<file path="src/frf_cfg.svh">
// constants for the floating-point register file and its control state
`ifndef FRF_CFG_SVH
`define FRF_CFG_SVH

// status/control field positions
`define FRF_BIT_BANK      21
`define FRF_BIT_SIZE      20
`define FRF_BIT_PREC      19
`define FRF_BIT_DENORM    18
`define FRF_CAUSE_HI      17
`define FRF_CAUSE_LO      12
`define FRF_ENABLE_HI     11
`define FRF_ENABLE_LO     7
`define FRF_FLAG_HI       6
`define FRF_FLAG_LO       2
`define FRF_RM_HI         1
`define FRF_RM_LO         0
`define FRF_RSVD_HI       31
`define FRF_RSVD_LO       22

// reset values and write mask
`define FRF_CTRL_RESET    32'h0004_0001
`define FRF_CTRL_WMASK    32'h003f_ffff
`define FRF_XFER_RESET    32'h0000_0000
`define FRF_FPR_RESET     32'h0000_0000

// rounding encodings
`define FRF_RM_NEAREST    2'h0
`define FRF_RM_ZERO       2'h1

`endif

</file>
<file path="src/frf_pkg.sv">
// types shared by the floating-point register file modules
package frf_pkg;

  // register view through which an instruction names its operand
  typedef enum logic [2:0] {
    FRF_VIEW_SINGLE     = 3'h0,
    FRF_VIEW_DOUBLE     = 3'h1,
    FRF_VIEW_VECTOR     = 3'h2,
    FRF_VIEW_EXT_SINGLE = 3'h3,
    FRF_VIEW_EXT_DOUBLE = 3'h4,
    FRF_VIEW_MATRIX     = 3'h5
  } frf_view_t;

  // register write request: 32-bit data in the low word, pairs use all 64
  typedef struct packed {
    frf_view_t   view;
    logic [3:0]  idx;
    logic [63:0] data;
  } frf_wr_req_t;

  // exception sources, error source in the top bit
  typedef struct packed {
    logic fpuError;
    logic invalid;
    logic divZero;
    logic overflow;
    logic underflow;
    logic inexact;
  } frf_exc_t;

  // decoded operating modes for the arithmetic side
  typedef struct packed {
    logic bankSwap;
    logic pairMove;
    logic doublePrec;
    logic flushDenorm;
    logic roundToZero;
    logic roundReserved;
    logic comboReserved;
  } frf_mode_t;

endpackage

</file>
<file path="src/frf_top.sv">
// floating-point register file with status/control and cpu transfer registers
`timescale 1ns/1ps
`include "frf_cfg.svh"

// Overview of operation
// RULE1 - thirty-two 32-bit registers in two banks
// RULE2 - single view follows the bank-select bit
// RULE3 - extended single view uses the opposite bank
// RULE4 - double view: even upper, odd lower
// RULE5 - vectors are four registers from 0/4/8/12
// RULE6 - extended doubles pair extended singles likewise
// RULE7 - matrix columns hold extended 4k to 4k+3
// RULE8 - control resets to denormal flush, round-to-zero
// RULE9 - size, precision, denormal, rounding at fixed bits
// RULE10 - six cause bits at 17 down to 12
// RULE11 - five enable bits, none for error
// RULE12 - five sticky flag bits, none for error
// RULE13 - transfer-size bit picks 32 or 64-bit moves
// RULE14 - precision bit picks single or double arithmetic
// RULE15 - software never sets size and precision together
// RULE16 - denormal bit set flushes denormals to zero
// RULE17 - each operation start clears all cause bits
// RULE18 - exception sets cause and sticky flag
// RULE19 - rounding 00 nearest, 01 zero, others reserved
// RULE20 - bits 31 to 22 read zero
// RULE21 - 32-bit transfer register loaded and stored by cpu
// RULE22 - absent source clears cause, keeps flag
// RULE23 - fpu disabled refuses instructions, raises exception
// RULE24 - bank change applies to later instructions
module frf_top (
  input  wire logic                 sys_clk,       // core clock, 250 MHz
  input  wire logic                 nrst,          // async reset, active low
  input  wire logic                 fpuDisableBit, // processor fpu-disable bit
  input  wire logic                 opStart,       // an fpu operation begins
  input  wire logic                 excValid,      // operation reports its sources
  input  wire frf_pkg::frf_exc_t    excSrc,        // sources that occurred
  input  wire logic                 wrEn,          // register write request
  input  wire frf_pkg::frf_wr_req_t wrReq,         // view, index and data to write
  input  wire logic                 rdEn,          // register read request
  input  wire frf_pkg::frf_view_t   rdView,        // view to read
  input  wire logic [3:0]           rdIdx,         // register or column number
  input  wire logic                 ctrlLoad,      // load status/control
  input  wire logic [31:0]          ctrlLoadData,  // value to load
  input  wire logic                 xferLoad,      // load transfer register
  input  wire logic [31:0]          xferLoadData,  // value to load
  input  wire logic                 bankToggle,    // flip the bank-select bit
  output logic                      rdValid,       // read data valid, one cycle
  output logic      [127:0]         rdData,        // read data
  output logic      [31:0]          ctrlData,      // status/control register
  output logic      [31:0]          xferData,      // transfer register
  output frf_pkg::frf_mode_t        mode,          // decoded modes
  output logic                      disableExc     // refused instruction, one cycle
);

  // =====================================================================
  // state
  logic [31:0]  ctrl_r;        // fpu_status_control
  logic [31:0]  ctrl_nxt;      // its next value
  logic [31:0]  xfer_r;        // fpu_cpu_transfer
  logic         rdValid_r;     // read answer strobe
  logic [127:0] rdData_r;      // read answer data
  logic         disableExc_r;  // refusal strobe
  logic [511:0] bank0Flat;     // bank 0 contents
  logic [511:0] bank1Flat;     // bank 1 contents
  logic [127:0] viewData;      // gathered read words

  // =====================================================================
  // request gating: a set fpu-disable bit refuses every request
  wire anyReq      = opStart | excValid | wrEn | rdEn | ctrlLoad | xferLoad | bankToggle;
  wire opStartOk   = opStart & ~fpuDisableBit;     // RULE23
  wire excValidOk  = excValid & ~fpuDisableBit;    // RULE23
  wire wrEnOk      = wrEn & ~fpuDisableBit;        // RULE23
  wire rdEnOk      = rdEn & ~fpuDisableBit;        // RULE23
  wire ctrlLoadOk  = ctrlLoad & ~fpuDisableBit;    // RULE23
  wire xferLoadOk  = xferLoad & ~fpuDisableBit;    // RULE23
  wire bankToggleOk = bankToggle & ~fpuDisableBit; // RULE23

  // =====================================================================
  // mode decode from the stored control word
  wire       bankSwap = ctrl_r[`FRF_BIT_BANK];
  wire       pairMove = ctrl_r[`FRF_BIT_SIZE];                  // RULE13
  wire [1:0] rmField  = ctrl_r[`FRF_RM_HI:`FRF_RM_LO];          // RULE9

  assign mode.bankSwap      = bankSwap;
  assign mode.pairMove      = pairMove;                         // RULE13
  assign mode.doublePrec    = ctrl_r[`FRF_BIT_PREC];            // RULE14
  assign mode.flushDenorm   = ctrl_r[`FRF_BIT_DENORM];          // RULE16
  assign mode.roundToZero   = (rmField == `FRF_RM_ZERO);        // RULE19
  assign mode.roundReserved = (rmField != `FRF_RM_NEAREST) &&
                              (rmField != `FRF_RM_ZERO);        // RULE19
  // the arithmetic side must treat this as undefined operation
  assign mode.comboReserved = pairMove & ctrl_r[`FRF_BIT_PREC]; // RULE15

  // =====================================================================
  // write decode onto physical banks
  wire isExtWr  = (wrReq.view == frf_pkg::FRF_VIEW_EXT_SINGLE) ||
                  (wrReq.view == frf_pkg::FRF_VIEW_EXT_DOUBLE);
  wire isDblWr  = (wrReq.view == frf_pkg::FRF_VIEW_DOUBLE) ||
                  (wrReq.view == frf_pkg::FRF_VIEW_EXT_DOUBLE);
  wire isWide   = isDblWr || pairMove;                          // RULE13
  wire wrBank1  = bankSwap ^ isExtWr;                           // RULE2 RULE3
  wire legalWr  = (wrReq.view != frf_pkg::FRF_VIEW_VECTOR) &&
                  (wrReq.view != frf_pkg::FRF_VIEW_MATRIX);
  wire wrGo     = wrEnOk && legalWr;
  // wide writes put the upper word in the even register
  wire wrEven   = wrGo && (isWide || !wrReq.idx[0]);            // RULE4 RULE6
  wire wrOdd    = wrGo && (isWide || wrReq.idx[0]);             // RULE4 RULE6
  wire [31:0] evenData = isWide ? wrReq.data[63:32] : wrReq.data[31:0];
  wire [31:0] oddData  = wrReq.data[31:0];

  // =====================================================================
  // physical banks
  frf_bank uBank0 (                                             // RULE1
    .sys_clk    (sys_clk),
    .nrst       (nrst),
    .wrEvenEn   (wrEven && !wrBank1),
    .wrOddEn    (wrOdd && !wrBank1),
    .wrPair     (wrReq.idx[3:1]),
    .wrEvenData (evenData),
    .wrOddData  (oddData),
    .regsFlat   (bank0Flat)
  );

  frf_bank uBank1 (                                             // RULE1
    .sys_clk    (sys_clk),
    .nrst       (nrst),
    .wrEvenEn   (wrEven && wrBank1),
    .wrOddEn    (wrOdd && wrBank1),
    .wrPair     (wrReq.idx[3:1]),
    .wrEvenData (evenData),
    .wrOddData  (oddData),
    .regsFlat   (bank1Flat)
  );

  // read side view mapping
  frf_view_sel uViewSel (                                       // RULE5 RULE7
    .bankSwap  (bankSwap),
    .pairMove  (pairMove),
    .view      (rdView),
    .idx       (rdIdx),
    .bank0Flat (bank0Flat),
    .bank1Flat (bank1Flat),
    .viewData  (viewData)
  );

  // =====================================================================
  // status/control next value
  always_comb begin
    ctrl_nxt = ctrl_r;
    // register swap instruction flips the bank in one cycle
    if (bankToggleOk) begin
      ctrl_nxt[`FRF_BIT_BANK] = ~ctrl_r[`FRF_BIT_BANK];         // RULE24
    end
    // load from the cpu, reserved bits forced to zero
    if (ctrlLoadOk) begin
      ctrl_nxt = ctrlLoadData & `FRF_CTRL_WMASK;                // RULE20
    end
    // a new operation starts with an empty cause field
    if (opStartOk) begin
      ctrl_nxt[`FRF_CAUSE_HI:`FRF_CAUSE_LO] = 6'h00;            // RULE17
    end
    // reported sources: cause mirrors them, flags accumulate
    if (excValidOk) begin
      ctrl_nxt[`FRF_CAUSE_HI:`FRF_CAUSE_LO] = excSrc;           // RULE10 RULE18 RULE22
      ctrl_nxt[`FRF_FLAG_HI:`FRF_FLAG_LO] = ctrl_nxt[`FRF_FLAG_HI:`FRF_FLAG_LO] |
                                            excSrc[4:0];       // RULE12 RULE18
    end
  end

  // control register
  always_ff @(posedge sys_clk or negedge nrst) begin
    if (!nrst) begin
      ctrl_r <= `FRF_CTRL_RESET;                                // RULE8
    end else begin
      ctrl_r <= ctrl_nxt;
    end
  end

  // transfer register between integer side and fpu
  always_ff @(posedge sys_clk or negedge nrst) begin
    if (!nrst) begin
      xfer_r <= `FRF_XFER_RESET;
    end else if (xferLoadOk) begin
      xfer_r <= xferLoadData;                                   // RULE21
    end
  end

  // registered read answer
  always_ff @(posedge sys_clk or negedge nrst) begin
    if (!nrst) begin
      rdValid_r <= 1'b0;
      rdData_r  <= 128'h0;
    end else begin
      rdValid_r <= rdEnOk;
      if (rdEnOk) begin
        rdData_r <= viewData;                                   // RULE2 RULE3
      end
    end
  end

  // refusal strobe
  always_ff @(posedge sys_clk or negedge nrst) begin
    if (!nrst) begin
      disableExc_r <= 1'b0;
    end else begin
      disableExc_r <= anyReq & fpuDisableBit;                   // RULE23
    end
  end

  // =====================================================================
  // outputs
  assign ctrlData   = ctrl_r;                                   // RULE11
  assign xferData   = xfer_r;                                   // RULE21
  assign rdValid    = rdValid_r;
  assign rdData     = rdData_r;
  assign disableExc = disableExc_r;

  wire [8:0] rdPos   = {rdIdx, 5'h00};                          // bit offset of read index
  wire [8:0] evenPos = {wrReq.idx[3:1], 1'b0, 5'h00};           // bit offset of even reg
  wire       quiet   = !ctrlLoadOk && !bankToggleOk;            // no bank change this cycle
endmodule

</file>
<file path="src/frf_bank.sv">
// one bank of sixteen 32-bit physical floating-point registers
`timescale 1ns/1ps
`include "frf_cfg.svh"

module frf_bank (
  input  wire logic         sys_clk,     // core clock
  input  wire logic         nrst,        // async reset, active low
  input  wire logic         wrEvenEn,    // write the even register of the pair
  input  wire logic         wrOddEn,     // write the odd register of the pair
  input  wire logic [2:0]   wrPair,      // pair number
  input  wire logic [31:0]  wrEvenData,  // data for the even register
  input  wire logic [31:0]  wrOddData,   // data for the odd register
  output logic      [511:0] regsFlat     // all sixteen registers, reg i at [32i +: 32]
);

  // =====================================================================
  // storage
  logic [31:0] physicalFpReg [16];  // physical registers

  // pair-wise write, each half on its own enable
  always_ff @(posedge sys_clk or negedge nrst) begin
    if (!nrst) begin
      for (int i = 0; i < 16; i++) begin
        physicalFpReg[i] <= `FRF_FPR_RESET;
      end
    end else begin
      if (wrEvenEn) begin
        physicalFpReg[{wrPair, 1'b0}] <= wrEvenData;
      end
      if (wrOddEn) begin
        physicalFpReg[{wrPair, 1'b1}] <= wrOddData;
      end
    end
  end

  // flatten for the view selectors
  genvar g;
  generate
    for (g = 0; g < 16; g++) begin : gFlat
      assign regsFlat[g*32 +: 32] = physicalFpReg[g];
    end
  endgenerate

endmodule

</file>
<file path="src/frf_view_sel.sv">
// gathers the words of one register view out of the two physical banks
`timescale 1ns/1ps

module frf_view_sel (
  input  wire logic              bankSwap,   // bank-select bit
  input  wire logic              pairMove,   // transfer-size bit
  input  wire frf_pkg::frf_view_t view,      // view being read
  input  wire logic [3:0]        idx,        // register or column number
  input  wire logic [511:0]      bank0Flat,  // bank 0 contents
  input  wire logic [511:0]      bank1Flat,  // bank 1 contents
  output logic      [127:0]      viewData    // gathered words, first word highest
);

  // =====================================================================
  // bank and base selection
  wire         isExt   = (view == frf_pkg::FRF_VIEW_EXT_SINGLE) ||
                         (view == frf_pkg::FRF_VIEW_EXT_DOUBLE) ||
                         (view == frf_pkg::FRF_VIEW_MATRIX);       // extended views
  wire         useBank1 = bankSwap ^ isExt;                        // opposite bank for extended
  wire [511:0] srcFlat  = useBank1 ? bank1Flat : bank0Flat;        // chosen bank
  wire         isQuad   = (view == frf_pkg::FRF_VIEW_VECTOR) ||
                          (view == frf_pkg::FRF_VIEW_MATRIX);      // four-word views
  wire         isPair   = (view == frf_pkg::FRF_VIEW_DOUBLE) ||
                          (view == frf_pkg::FRF_VIEW_EXT_DOUBLE) ||
                          (pairMove && !isQuad);                   // two-word views
  // matrix column k starts at extended register 4k, vectors at 0/4/8/12
  wire [3:0]   quadBase = (view == frf_pkg::FRF_VIEW_MATRIX) ? {idx[1:0], 2'h0}
                                                             : {idx[3:2], 2'h0};
  wire [3:0]   base     = isQuad ? quadBase : (isPair ? {idx[3:1], 1'b0} : idx);

  // consecutive words from the base
  wire [31:0]  w0 = srcFlat[{base, 5'h00} +: 32];
  wire [31:0]  w1 = srcFlat[{base[3:1], 1'b1, 5'h00} +: 32];
  wire [31:0]  w2 = srcFlat[{base[3:2], 2'h2, 5'h00} +: 32];
  wire [31:0]  w3 = srcFlat[{base[3:2], 2'h3, 5'h00} +: 32];

  // pack: even register is the upper half of a pair, row 0 highest in a column
  assign viewData = isQuad ? {w0, w1, w2, w3} :
                    isPair ? {64'h0, w0, w1} : {96'h0, w0};

endmodule

</file>
<file path="config.mk">
export PLATFORM = sky130hd
export DESIGN_NAME = frf_top
export DESIGN_NICKNAME = d
export VERILOG_FILES = /design/src/frf_pkg.sv /design/src/frf_top.sv /design/src/frf_bank.sv /design/src/frf_view_sel.sv
export VERILOG_INCLUDE_DIRS = /design/src
export SDC_FILE = /design/constraint.sdc
export NUM_CORES = 2
export LEC_CHECK = 0
export BUFFER_PORTS_ARGS = -buffer_cell sky130_fd_sc_hd__buf_2
export CAP_MARGIN = 20
export CELL_PAD_IN_SITES_DETAIL_PLACEMENT = 0
export CELL_PAD_IN_SITES_GLOBAL_PLACEMENT = 1
export CORE_MARGIN = 5
export CORE_UTILIZATION = 44
export DETAILED_ROUTE_END_ITERATION = 16
export GPL_TIMING_DRIVEN = 0
export PLACE_DENSITY_LB_ADDON = 0.2
export SETUP_SLACK_MARGIN = 0.1
export SLEW_MARGIN = 20
export SYNTH_ARGS = -nofsm -noshare
export SYNTH_HDL_FRONTEND = slang
export SYNTH_SLANG_ARGS = --single-unit
</file>
<file path="constraint.sdc">
create_clock -name sys_clk -period 2.6 [get_ports sys_clk]
set_input_delay 0 -clock sys_clk [delete_from_list [all_inputs] [get_ports sys_clk]]
set_output_delay 0 -clock sys_clk [all_outputs]
set_load 0.01 [all_outputs]
</file>
# ---- Yosys cells after proc, flatten, opt, wreduce, memory -nomap -nowiden
# Cells that the tools add are included.
dict set report totals {
  inputBits 158
  out_inout_bits 201
  register_bits 1208
}
dict set report op_classes {
  bitwise_logic 22
  n_lt_le_gt_ge 4
  n_shift 4
  n_mux 24
  n_eq_ne 12
  reduce_logical 28
}
# cell count
set ops {}
lappend ops {{512-bit 2-to-1 mux} 5}
lappend ops {{512-bit bitwise mux} 4}
lappend ops {{512-bit by 10-bit variable part select with 32-bit output} 4}
lappend ops {{32-bit demux with 4-bit select} 2}
lappend ops {{128-bit 2-to-1 mux} 1}
lappend ops {{32-bit 2-to-1 mux} 3}
lappend ops {{64-bit 2-to-1 mux} 1}
lappend ops {{22-bit 2-to-1 mux} 1}
lappend ops {{1-bit logical AND} 12}
lappend ops {{6-bit 2-to-1 mux} 2}
lappend ops {{5-bit >= comparator, second input constant} 2}
lappend ops {{1-bit logical OR} 10}
lappend ops {{5-bit by 1-bit < comparator with 1-bit output, second input constant} 2}
lappend ops {{4-bit NOT with 5-bit output} 2}
lappend ops {{1-bit AND} 9}
lappend ops {{3-bit by 2-bit == test with 1-bit output, second input constant} 3}
lappend ops {{3-bit == test, second input constant} 3}
lappend ops {{4-bit 2-to-1 mux} 2}
lappend ops {{3-bit by 1-bit == test with 1-bit output, second input constant} 2}
lappend ops {{1-bit bitwise OR} 6}
lappend ops {{5-bit 2-to-1 mux} 1}
lappend ops {{5-bit bitwise OR} 1}
lappend ops {{2-bit nonzero test} 2}
lappend ops {{1-bit logical NOT} 3}
lappend ops {{8 further kinds} 11}

# ---- Depth between registers and ports, before layout
dict set report logic_depth {
  word_depth 10
  ltp_mapped 13
  mapped_depth_nobuf 9
}

# ---- Modules after synthesis
# Synthesis repeated with hierarchy kept, for this count alone.
dict set report unflattened {
  cells_unflattened 5217
  area_unflattened_um2 65484.1
}
# module cells_each seq_area_each_um2 instances area_each_um2
set by_module_without_submodules {}
lappend by_module_without_submodules {frf_view_sel 2505 0.0 1 19625.1}
lappend by_module_without_submodules {{frf_bank (uBank1)} 1099 12812.3 1 19159.6}
lappend by_module_without_submodules {{frf_bank (uBank0)} 1099 12812.3 1 19154.6}
lappend by_module_without_submodules {frf_top 514 4606.9 1 7544.7}

# ---- Worst setup path after synthesis
# Ideal clock, no wire load.
dict set report synth_timing {
  path_type {register to register}
  startpoint {register ctrl_r[21], in the netlist ctrlData[21]}
  endpoint {register rdData_r[10], in the netlist rdData[10]}
  path_buffers 3
  period_less_slack_ns 2.532
  t_arrival_ns 2.406
  stages_incl_launch_ff 12
  path_slack_ns 0.068
  cell_sequence {dfrtp_1 > buf_2 > nor3b_1 > a2111oi_2 > buf_2 > buf_2 > mux2i_1 > nor2_1 > nor4_1 > mux2i_1 > a221oi_1 > nand2_1}
}
dict set report synth_between {
  elab_chain_len 5
  word_cells_on_any_way 7
  cone_classes {shift: 3; mux: 3; bitwise: 1}
}
# element line
set synth_lines {}
lappend synth_lines {{start, declared} frf_top.sv:57} ;# logic [31:0] ctrl_r;
lappend synth_lines {{start signal, assigned} frf_top.sv:173} ;# ctrl_r <= `FRF_CTRL_RESET;
lappend synth_lines {{start signal, assigned} frf_top.sv:175} ;# ctrl_r <= ctrl_nxt;
lappend synth_lines {{1-bit bitwise XOR (*)} frf_view_sel.sv:19} ;# wire useBank1 = bankSwap ^ isExt;
lappend synth_lines {{512-bit 2-to-1 mux (*)} frf_view_sel.sv:20} ;# wire [511:0] srcFlat = useBank1 ? bank1Flat : bank0Flat;
lappend synth_lines {{512-bit by 10-bit variable part select with 32-bit output, on equally long branches} {frf_view_sel.sv:32, frf_view_sel.sv:33}}
lappend synth_lines {{64-bit 2-to-1 mux} frf_view_sel.sv:39} ;# isPair ? {64'h0, w0, w1} : {96'h0, w0};
lappend synth_lines {{128-bit 2-to-1 mux (*)} frf_view_sel.sv:38} ;# assign viewData = isQuad ? {w0, w1, w2, w3} :
lappend synth_lines {{end signal, assigned} frf_top.sv:196} ;# rdData_r <= viewData;
lappend synth_lines {{end, declared} frf_top.sv:61} ;# logic [127:0] rdData_r;
# Mark *: on every way between the ends. The rest lies on a longest branch, timed or not.
# A chain may end at the register's enable or synchronous reset.

# ---- Worst setup path in the final report
dict set report layout_timing {
  startpoint {input port rdIdx[1]}
  endpoint {register rdData_r[27], in the netlist rdData[27]}
}
dict set report layout_between {
  elab_chain_len 5
  word_cells_on_any_way 7
  cone_classes {shift: 3; mux: 4}
}
# element line
set layout_lines {}
lappend layout_lines {{start, declared} frf_top.sv:41} ;# input wire logic [3:0] rdIdx,
lappend layout_lines {{4-bit 2-to-1 mux} frf_view_sel.sv:27} ;# wire [3:0] quadBase = (view == frf_pkg::FRF_VIEW_MATRIX) ? {idx[1:0], 2'h0}
lappend layout_lines {{4-bit 2-to-1 mux (*)} frf_view_sel.sv:29} ;# wire [3:0] base = isQuad ? quadBase : (isPair ? {idx[3:1], 1'b0} : idx);
lappend layout_lines {{512-bit by 10-bit variable part select with 32-bit output, on equally long branches} {frf_view_sel.sv:32, frf_view_sel.sv:33}}
lappend layout_lines {{64-bit 2-to-1 mux} frf_view_sel.sv:39}
lappend layout_lines {{128-bit 2-to-1 mux (*)} frf_view_sel.sv:38}
# Marked as above.

==> summary.md <==
| Metric | Value |
|---|---|
| Clock Path Buffers | `3` |
| DIE AREA | `0.1402 mm2` |
| P&R area growth vs syn | `33.25%` |
| Grt met2 use | `53.00%` |
| Power Dens Cells | `827.1 mW/mm2` |
| Total track usage | `34.74%` |
| Depth of the CTS H-tree | `4` |
| Fmax | `312.8 MHz` |
| FP Rows | `133` |
| CTS Buf Count | `138` |
| Number of synthesized flops with an enable pin | `0` |
| Critical Path RT | `3260 ps` |
| Hold Vio Cnt, Final | `0` |
| Startpoint types | `input port` |
| Routability Congestion | `0.9858` |
| Syn avg cell area | `10.20 um2` |
| Drt wl/cell | `30.22 um` |
| Met3 GRT Util | `9.624%` |
| CP Class | `input port to register` |
| Number of global-route vias before repair | `50420` |
| HPWL after detailed placement | `183.3 mm` |
| Fin util | `59.14%` |
| DRC Markers | `0` |
| Post-Layout Cell Count | `8538` |
| MaxCap Viol Count | `0` |
| Post-Synthesis Cells | `5726` |
| Die width | `374.4 um` |
| CTS tree | `done` |
| Worst Slack Setup Final | `-597.1 ps` |
| Sink Count | `1208` |
| Largest net degree at the start of global routing | `136` |
| Grt total ovfl | `0` |
| Synth Register Bits | `1208` |
| Max_slew headroom | `8.766%` |
| Crit path time final | `3197 ps` |
| R2r setup slk | `-580 ps` |
| DR iter-0 viols | `5380` |
| Fin crit share | `123.0%` |
| HP Class | `input port to register` |
| Final setup fails | `1102` |
| Die height | `374.4 um` |
| Seq/Total Area, Yosys | `51.75%` |
| Core area | `0.1316 mm2` |
| Worst path slowest cell | `clkbuf_1` |
| Worst IR Drop VDD | `611.9 uV` |
| Fillers | `11150` |
| Final Skew | `27.15 ps` |
| RSZ-0062 raised after global routing | `true` |
| Total Power | `0.06438 W` |
| CP endpoint kind | `register` |
| Drt first pass iters | `7` |
| First-pass GRT wire length | `357.6 mm` |
| Worst Max-Slew Pin Slew | `1369 ps` |
| Leakage power | `35.01 nW` |
| Initial Utilization | `44.38%` |
| Area of the multi-input gates | `0.03006 mm2` |
| Final Hold Slack | `56.30 ps` |
| Largest cells by area after synthesis | `dfrtp_1, mux2_2, nand2_1, mux2i_1, o21ai_0` |
| Post-route ant nets | `0` |
| Crit Path Max Fanout | `10` |
| Synth cell types | `75` |
| GR Util met1 | `47.28%` |
| Vias | `52090` |
| IO Pins | `359` |
| Final Max Tran Viols | `0` |
| Antenna violations before repair | `18` |
| CP arrival | `3860 ps` |
| Nets@finish | `6828` |
| CP peak stage delay | `870 ps` |
| Layout cell share with drive strength beyond 1 | `34.58%` |
| DP Cell Count | `7838` |
| Clock Root Buffer | `clkbuf_16` |
| Register Area | `0.03023 mm2` |
| Critical path, cell by cell | `buf_2, clkbuf_1, o21ai_1, a21o_1, a21oi_4, clkbuf_1, a21oi_1, nor4_4, mux2i_2, a221oi_2, nand2_1` |
| Cell with the most instances after synthesis | `nand2_1` |
| Area leader, netlist | `dfrtp_1` |
| Grt peak-use layer | `met2` |
| IO Port Bufs | `337` |
| Yosys warning count | `0` |
| Async S/R FF share, synth | `100.0%` |
| Syn Std Cell Area | `0.05842 mm2` |
| Via density | `6.100` |
| Most used cell, CP | `clkbuf_1` |
| Drt total wl | `258.0 mm` |
| Clock Pin Slew Worst Setup and Hold Paths | `60 ps` |
| Commonest cells post-synth | `nand2_1, dfrtp_1, mux2_2` |
| Failing checks | `negative setup slack` |
| Clock Latency Late Sink | `790 ps` |
| Status | `finished, violations left` |
| Setup TNS | `-159220 ps` |
| Commonest register cell after synthesis | `dfrtp_1` |
| Synth top area share | `51.66%` |
## routing by layer
metal | vias to the layer above | share of wire, %
li1 | 22220 | -
met1 | 26670 | 41
met2 | 2576 | 44
met3 | 613 | 10
met4 | 10 | 4.8
met5 | - | 0.021
## stage by stage
stage	setup WS, ps	area, um2
2_1_floorplan	108.9	58460
3_3_place_gp	-26050	62340
3_5_place_dp	-1895	62670
4_1_cts	-505.2	73500
5_1_grt	-669.3	77820
6_report	-597.1	77840
## placed cells by master, fill, tap and decap left out, drive strengths merged, types with 7 or more instances in the layout
cell,instances
nand2,1287
dfrtp,1206
buf,810
o21ai,627
mux2,584
clkbuf,511
mux2i,293
dlygate4sd3,201
a21oi,173
nand3,161
nor2,116
nor3,102
a221oi,91
and2,66
a22o,62
nor4,62
a32oi,62
a211oi,53
o311a,41
o221a,40
o22ai,35
o211ai,34
clkinv,27
o311ai,22
inv,18
conb,10
bufinv,10
diode,8
nand2b,7
## final cells by class
cell class	count	share of cell area (%)
Buffer	530	4.795
Timing Repair Buffer	795	8.929
Antenna cell	8	0.02572
Tap cell	1755	2.821
Inverter	10	0.05144
Multi-Input combinational cell	3987	38.62
Sequential cell	1208	38.84
Clock inverter	48	0.8085
Clock buffer	197	5.108
## kinds of logic (layout without fill, tap and decap cells)
group / after synthesis / in the layout / share of synthesized area [%]
compound gates: 1260 / 1260 / 13.97
simple gates: 1836 / 1836 / 13.69
other cells: 1 / 18 / 0.006419
buf+inv: 540 / 1580 / 4.221
flops: 1208 / 1208 / 51.75
mux: 878 / 878 / 16.32
xor+xnor: 3 / 3 / 0.04499
## critical path: cells and delay by family
kind | cells | cell delay [ps]
AO/OA/AOI/OAI | 5 | 1640
multiplexers | 1 | 160
AND/OR/NAND/NOR | 2 | 520
buffers and inverters | 3 | 1520
## where the power goes
group / leakage, nW / internal [W] / switching [W] / total (W)
registers: 16.0 / 0.0228 / 0.00293 / 0.0258
clock network: 2.26 / 0.0117 / 0.00850 / 0.0202
logic: 16.8 / 0.00808 / 0.0103 / 0.0184
## sequential cells by signal, summed over array words and instances (netlist names)
register         cells
uBank1.regsFlat    512
rdData             128
rdValid              1
disableExc           1
ctrlData            22
xferData            32
uBank0.regsFlat    512
## final timing paths
kind | startpoint | end | cells after the start
min in group asynchronous | nrst | uBank0.regsFlat[55]$_DFFE_PN0P_ | 8
min | opStart | disableExc$_DFF_PN0_ | 4
max reg2reg | ctrlData[21]$_DFFE_PN0P_ | rdData[27]$_DFFE_PN0P_ | 11
max | rdIdx[1] | rdData[27]$_DFFE_PN0P_ | 11
min reg2reg | uBank1.regsFlat[349]$_DFFE_PN0P_ | uBank1.regsFlat[349]$_DFFE_PN0P_ | 2
max in group asynchronous | nrst | uBank0.regsFlat[297]$_DFFE_PN0P_ | 11
## timing repair
action | 4_1_cts | 5_1_grt
hold buffers | 206 | 2
setup endpoints to repair | 1153 | 1522
cloned | 4 | 23
hold endpoints to repair | 1001 | 302
pin swaps | 106 | 132
resized for setup | 712 | 649
setup buffers | 120 | 93
(Power assumes the default switching activity.)
